<file path="config.mk">
export PLATFORM = sky130hd
export DESIGN_NAME = crm_top
export DESIGN_NICKNAME = d
export VERILOG_FILES = /design/src/crm_qualify.v /design/src/crm_top.v
export VERILOG_INCLUDE_DIRS = /design/src
export SDC_FILE = /design/constraint.sdc
export NUM_CORES = 1
export LEC_CHECK = 0
export CORE_UTILIZATION = 50
export CTS_BUF_LIST = sky130_fd_sc_hd__clkbuf_2 sky130_fd_sc_hd__clkbuf_4 sky130_fd_sc_hd__clkbuf_8
export CTS_CLUSTER_SIZE = 8
export DETAILED_ROUTE_END_ITERATION = 7
export DONT_BUFFER_PORTS = 1
export GPL_TIMING_DRIVEN = 0
export PLACE_DENSITY = 0.66
export REMOVE_ABC_BUFFERS = 1
export SETUP_SLACK_MARGIN = 0.2
export SLEW_MARGIN = 30
export SYNTH_ARGS = -nofsm -noshare
export SYNTH_HDL_FRONTEND = slang
export SYNTH_SLANG_ARGS = --single-unit
</file>
<file path="constraint.sdc">
create_clock -name clk -period 2.77 [get_ports clk]
set_input_delay 0.554 -clock clk [delete_from_list [all_inputs] [get_ports clk]]
set_output_delay 0.554 -clock clk [all_outputs]
set_load 0.05 [all_outputs]
</file>
<file path="src/crm_consts.vh">
// Purpose: Shared timing and encoding constants for the compressor remote mode control.
// Assumes: 50 MHz system clock.
// Notes:   Times are kept in their printed unit and turned into cycle counts here.
`ifndef CRM_CONSTS_VH
`define CRM_CONSTS_VH

// Clock rate in kHz and the qualifying pulse time in milliseconds.
`define CRM_CLK_KHZ        50000
`define CRM_QUAL_MS        300
// Least time rounds up; 300 ms at 50 MHz is an exact count of 15,000,000 cycles.
`define CRM_QUAL_CYCLES    ((`CRM_QUAL_MS * `CRM_CLK_KHZ + 0) / 1)
// Width of the qualification counter.
`define CRM_CNT_W          24

// Mode encodings.
`define CRM_MODE_NONE      2'h0
`define CRM_MODE_MOMENTARY 2'h1
`define CRM_MODE_ALTERNATE 2'h2

// Number of cryocoolers.
`define CRM_NUM_COOLERS    3

`endif

</file>
<file path="src/crm_qualify.v">
// Purpose: Synchronise one command pin and report its level once it has held long enough.
// Assumes: The pin is asynchronous to clk.
// Notes:   The qualified level changes only after the raw level has been stable QUAL cycles.
`default_nettype none
`timescale 1ns/100ps
`include "crm_consts.vh"

module crm_qualify #(
  parameter [`CRM_CNT_W-1:0] QUAL = `CRM_QUAL_CYCLES
) (
  input  wire clk,
  input  wire nrst,
  input  wire pin,
  output wire level
);

  reg                  sync1_q;
  reg                  sync2_q;
  reg                  level_q;
  reg [`CRM_CNT_W-1:0] cnt_q;

  ////////////////////////////////////////////////////////////////////////////////
  // Two-stage synchroniser; only the second stage is read by the filter.
  always @(posedge clk or negedge nrst) begin
    if (!nrst) begin
      sync1_q <= 1'b0;
      sync2_q <= 1'b0;
    end else begin
      sync1_q <= pin;
      sync2_q <= sync1_q;
    end
  end

  ////////////////////////////////////////////////////////////////////////////////
  // Duration filter: a change shorter than QUAL cycles is treated as absent.
  always @(posedge clk or negedge nrst) begin
    if (!nrst) begin
      cnt_q   <= {`CRM_CNT_W{1'b0}};
      level_q <= 1'b0;
    end else if (sync2_q == level_q) begin
      cnt_q <= {`CRM_CNT_W{1'b0}};
    end else if (cnt_q >= QUAL - 1'b1) begin
      cnt_q   <= {`CRM_CNT_W{1'b0}};
      level_q <= sync2_q;
    end else begin
      cnt_q <= cnt_q + 1'b1;
    end
  end

  assign level = level_q;

endmodule // crm_qualify
`default_nettype wire

</file>
<file path="src/crm_top.v">
// Purpose: Remote discrete-signal control of a cryopump compressor and its three cryocoolers.
// Assumes: Six isolated command pins arrive asynchronously; five contact outputs close when high.
// Notes:   Mode is chosen once after reset and kept until the next power-on reset.
`default_nettype none
`timescale 1ns/100ps
`include "crm_consts.vh"

module crm_top #(
  parameter [`CRM_CNT_W-1:0] QUAL = `CRM_QUAL_CYCLES
) (
  input  wire       clk,
  input  wire       nrst,
  input  wire       pump_start_cmd,
  input  wire       pump_stop_cmd,
  input  wire       pump_onoff_cmd,
  input  wire       cooler1_command,
  input  wire       cooler2_command,
  input  wire       cooler3_command,
  input  wire       fault,
  output wire       pump_answerback_contact,
  output wire       alarm_contact,
  output wire       cooler1_answerback,
  output wire       cooler2_answerback,
  output wire       cooler3_answerback,
  output wire [1:0] mode
);

  wire [5:0] raw_w;
  wire [5:0] qual_w;
  wire       fault_w;
  reg  [1:0] mode_q;
  reg  [1:0] mode_d;
  reg        pump_q;
  reg        pump_d;
  reg  [2:0] cool_q;
  reg  [2:0] cool_d;
  reg        alarm_q;
  reg        start_seen_q;

  // Pin order: start, stop, on/off, cooler 1..3.
  assign raw_w = {cooler3_command, cooler2_command, cooler1_command,
                  pump_onoff_cmd, pump_stop_cmd, pump_start_cmd};

  ////////////////////////////////////////////////////////////////////////////////
  // One qualifier per command pin; the fault pin uses a short filter of its own.
  genvar gi;
  generate
    for (gi = 0; gi < 6; gi = gi + 1) begin : g_q
      crm_qualify #(.QUAL(QUAL)) u_q (
        .clk   (clk),
        .nrst  (nrst),
        .pin   (raw_w[gi]),
        .level (qual_w[gi])
      );
    end
  endgenerate

  crm_qualify #(.QUAL({{(`CRM_CNT_W-1){1'b0}}, 1'b1})) u_fault (
    .clk   (clk),
    .nrst  (nrst),
    .pin   (fault),
    .level (fault_w)
  );

  ////////////////////////////////////////////////////////////////////////////////
  // Mode choice: decided once by the first qualified start or on/off command (start wins), never changed.
  // The stop line is held high in momentary mode, so it cannot pick a mode by itself.
  always @* begin
    mode_d = mode_q;
    if (mode_q == `CRM_MODE_NONE) begin
      if (qual_w[0])
        mode_d = `CRM_MODE_MOMENTARY;
      else if (qual_w[2])
        mode_d = `CRM_MODE_ALTERNATE;
    end
  end

  always @(posedge clk or negedge nrst) begin
    if (!nrst)
      mode_q <= `CRM_MODE_NONE;
    else
      mode_q <= mode_d;
  end

  ////////////////////////////////////////////////////////////////////////////////
  // Pump state. Stop wins over start in momentary mode, so a released stop line
  // cannot be overridden by a start held at the same time. Lines of the unused
  // mode are ignored, which keeps a stray wire from disturbing the pump.
  always @* begin
    pump_d = pump_q;
    case (mode_d)
      `CRM_MODE_MOMENTARY: begin
        if (!qual_w[1])
          pump_d = 1'b0;
        else if (qual_w[0] && !start_seen_q)
          pump_d = 1'b1;
      end
      `CRM_MODE_ALTERNATE: begin
        pump_d = qual_w[2];
      end
      default: begin
        pump_d = 1'b0;
      end
    endcase
    if (alarm_q)
      pump_d = 1'b0;
  end

  ////////////////////////////////////////////////////////////////////////////////
  // Coolers follow their own commands only while the pump is running.
  always @* begin
    cool_d = qual_w[5:3] & {`CRM_NUM_COOLERS{pump_d}};
    if (!pump_d)
      cool_d = 3'h0;
  end

  ////////////////////////////////////////////////////////////////////////////////
  // Output state. Start tracking clears while the pump is off, so a start held through a stop restarts the pump once stop is high again.
  always @(posedge clk or negedge nrst) begin
    if (!nrst) begin
      pump_q       <= 1'b0;
      cool_q       <= 3'h0;
      alarm_q      <= 1'b0;
      start_seen_q <= 1'b0;
    end else begin
      pump_q       <= pump_d;
      cool_q       <= cool_d;
      alarm_q      <= fault_w;
      start_seen_q <= qual_w[0] & pump_d;
    end
  end

  // Five contact outputs, all from flip-flops.
  assign pump_answerback_contact = pump_q;
  assign alarm_contact           = alarm_q;
  assign cooler1_answerback      = cool_q[0];
  assign cooler2_answerback      = cool_q[1];
  assign cooler3_answerback      = cool_q[2];
  assign mode                    = mode_q;

endmodule // crm_top
`default_nettype wire

</file>
==> impl_metrics.tcl <==
set metrics [dict create \
    status "finished with violations" \
    violations "negative hold slack" \
    layout_commonest_cell "dfrtp_1" \
    dp_hpwl_mm 9.646 \
    critPathLaunchType "register" \
    skew_ns 0.009469 \
    vias 5709 \
    crit_chain "or4_4 -> nor4_1 -> or3_1 -> nor2_1" \
    syn-instance-count 813 \
    dr.pass1.iters 5 \
    drv_slew 0 \
    core_area_mm2 0.01589 \
    wl_per_cell_um 14.10 \
    power_switching_mw 0.9820 \
    cp_top_family "simple AND/OR/NAND/NOR gates" \
    hold_path.class "in -> async" \
    path_buf_inv 0 \
    place.gp.congestion 0.7824 \
    switching_share 0.2204 \
    rows 46 \
    nNetsFinal 831 \
    synth_top_area_frac 0.5334 \
    fmax_mhz 440.2 \
    grt_pass1_wl_mm 26.06 \
    portBuffers 0 \
    numCtsBuffers 17 \
    area_delta_synth_final_pct 7.353 \
    layout-drive-gt1-share 0.05683 \
    die_y_um 129.4 \
    setup_viol 0 \
    first_iter_violations 375 \
    first_global_vias 5598 \
    crit_type "reg -> reg" \
    tightest_slew_ns 0.8396 \
    dieArea_mm2 0.01675 \
    grt_usage 0.1951 \
    synth.distinct_cells 46 \
    cpMaxStageDelayCell "or3_1" \
    ys_async_sr_fraction 1.000 \
    fill_cells 1432 \
    die_width_um 129.4 \
    final_cell_mix "dfrtp_1 (173), nor2_1 (166), xor2_1 (95)" \
    synth_top_area_cell "dfrtp_1" \
    ios 16 \
    ys_ff_latch 173 \
    combPwrFrac 0.019 \
    clockPowerShare 0.400 \
    seq_area_frac_synth 0.5334 \
    ant_nets 0 \
    syn_avg_cell_area_um2 9.983 \
    p_seq_frac 0.581 \
    p_int_mw 3.474 \
    clk_path_buf_depth 2 \
    clockRootBuffer "clkbuf_8" \
    synth_area_leaders "dfrtp_1 (53%), xor2_1 (10%), nor2_1 (7.7%), nand3_1 (4.4%), xnor2_1 (4.4%)" \
    peakVddDrop_mv 0.3524 \
    cts_tree "done" \
    whs_ns -0.2133 \
    path_clk_slew_ns 0.09 \
    hold_violations 173 \
    start_util 0.5109 \
    synth_edf_count 0 \
    required_ns 3.08 \
    drc_errors 0 \
    setup-tns-final_ns 0 \
    power_density_mw_per_mm2 511.4 \
    post_drt_via_cell_ratio 5.474 \
    cts-htree-levels 4 \
    post_cts_buffers 0 \
    period_share 0.8202 \
    min_period_ns 2.272 \
    antenna_found_initial 0 \
    arrival_ns 2.58 \
    syn-cell-area_mm2 0.008117 \
    wl_mm 14.71 \
    grt_max_degree 174 \
    max_stage_delay_ns 0.69 \
    end_kind "register" \
    synth_ff_type "dfrtp_1" \
    cts_sinks 173 \
    crit_path_max_fanout 24 \
    cap_viol_max_count 0 \
    grt_overflow_total 0 \
    leakage_nw 3.841 \
    synth_warnings 0 \
    clock_latency_ns 0.45 \
    final_area_mm2 0.008713 \
    rsz0062_at_grt "no" \
    slew_headroom 0.4351 \
    place_area_mm2 0.008285 \
    antenna-diode-count 0 \
]
## final cells by class
type                    instances  area (um2)  area share
flip-flops and latches        173        4329      0.4968
well taps                     216       270.3     0.03102
multi-input cells             605        3638      0.4176
clock buffers                  22       290.3     0.03331
repair buffers                  1       11.26    0.001292
clock inverters                10       113.9     0.01307
inverters                      16       60.06    0.006893
## registers in the layout, summed over array words and instances (netlist names), 2 cells and up
register and cells:
g_q.u_q.cnt_q 144, mode 2, g_q.u_q.sync1_q 6, cool_q 3
g_q.u_q.sync2_q 6, g_q.u_q.level 6
## repair_timing
action                     in CTS  in global routing
setup endpoints to repair       0                 48
hold endpoints to repair      173                173
resized for setup               0                  2
## metrics by stage
step / cells / utilization / hold WS [ns] / total power [mW] / worst slack (ns)
6_report: 1043 / 0.5485 / -0.2133 / 4.456 / 0.4982
5_1_grt: 1043 / 0.5485 / -0.2578 / 4.623 / 0.2500
4_1_cts: 1042 / 0.5470 / -0.2442 / 4.509 / 0.2808
3_5_place_dp: 1010 / 0.5216 / 0.2631 / 2.721 / 0.2940
3_3_place_gp: 1010 / 0.5210 / 0.2629 / 2.716 / 0.1620
2_1_floorplan: 794 / - / 0.2584 / 2.696 / 0.5628
## cell families after synthesis
family | after synthesis | share of synthesized area
mux | 6 | 0.008170
xor+xnor | 136 | 0.1468
buf+inv | 35 | 0.02112
simple gates | 424 | 0.2513
fa+ha+maj | 8 | 0.01233
flops | 173 | 0.5334
compound gates | 31 | 0.02698
## per-layer routing
| layer | part of all wire | track usage | vias up | wire (um) |
|---|---|---|---|---|
| li1 | - | - | 2761 | - |
| met1 | 0.48 | 0.2584 | 2839 | 7042 |
| met2 | 0.48 | 0.3185 | 90 | 7034 |
| met3 | 0.032 | 0.04418 | 19 | 471 |
| met4 | 0.011 | 0.06430 | 0 | 161 |
| met5 | 0 | 0 | - | 0 |
## worst paths after layout
check                                          startpoint                             end  slack, ns  depth (start not counted)
setup / recovery           g_q[5].u_q.cnt_q[12]$_DFF_PN0_   g_q[5].u_q.cnt_q[4]$_DFF_PN0_       0.50                          4
hold / removal                                       nrst  g_q[0].u_q.cnt_q[23]$_DFF_PN0_      -0.21                          0
setup reg to reg           g_q[5].u_q.cnt_q[12]$_DFF_PN0_   g_q[5].u_q.cnt_q[4]$_DFF_PN0_       0.50                          4
hold reg to reg                 u_fault.sync1_q$_DFF_PN0_       u_fault.sync2_q$_DFF_PN0_       0.35                          0
max in group asynchronous                            nrst   g_q[5].u_q.cnt_q[0]$_DFF_PN0_       2.60                          0
min in group clk                          cooler3_command    g_q[5].u_q.sync1_q$_DFF_PN0_       0.12                          0
## power by group through the flow
| stage | Sequential (mW) | Combinational (mW) | Clock, mW |
|---|---|---|---|
| after global routing | 2.60 | 0.0967 | 1.93 |
| after CTS | 2.59 | 0.0827 | 1.84 |
| after global placement | 2.64 | 0.0785 | 0 |
| after floorplan | 2.63 | 0.0642 | 0 |
| after detailed placement | 2.64 | 0.0818 | 0 |
| final | 2.59 | 0.0835 | 1.78 |
## synth_stat cells (3+ instances only)
master	count
xnor2_1	41
nand2_1	53
nand3_1	72
inv_1	16
or3_1	4
and4_1	10
and3_1	28
o21ai_0	8
a21oi_1	7
dfrtp_1	173
buf_6	3
ha_1	8
nand2b_1	3
clkbuf_1	5
mux2_2	5
xor2_1	95
nor4_1	18
nor3_1	16
nand4_1	39
buf_2	7
nor2_1	166
and2_1	8
No activity file was read; power rests on OpenSTA's default activity.
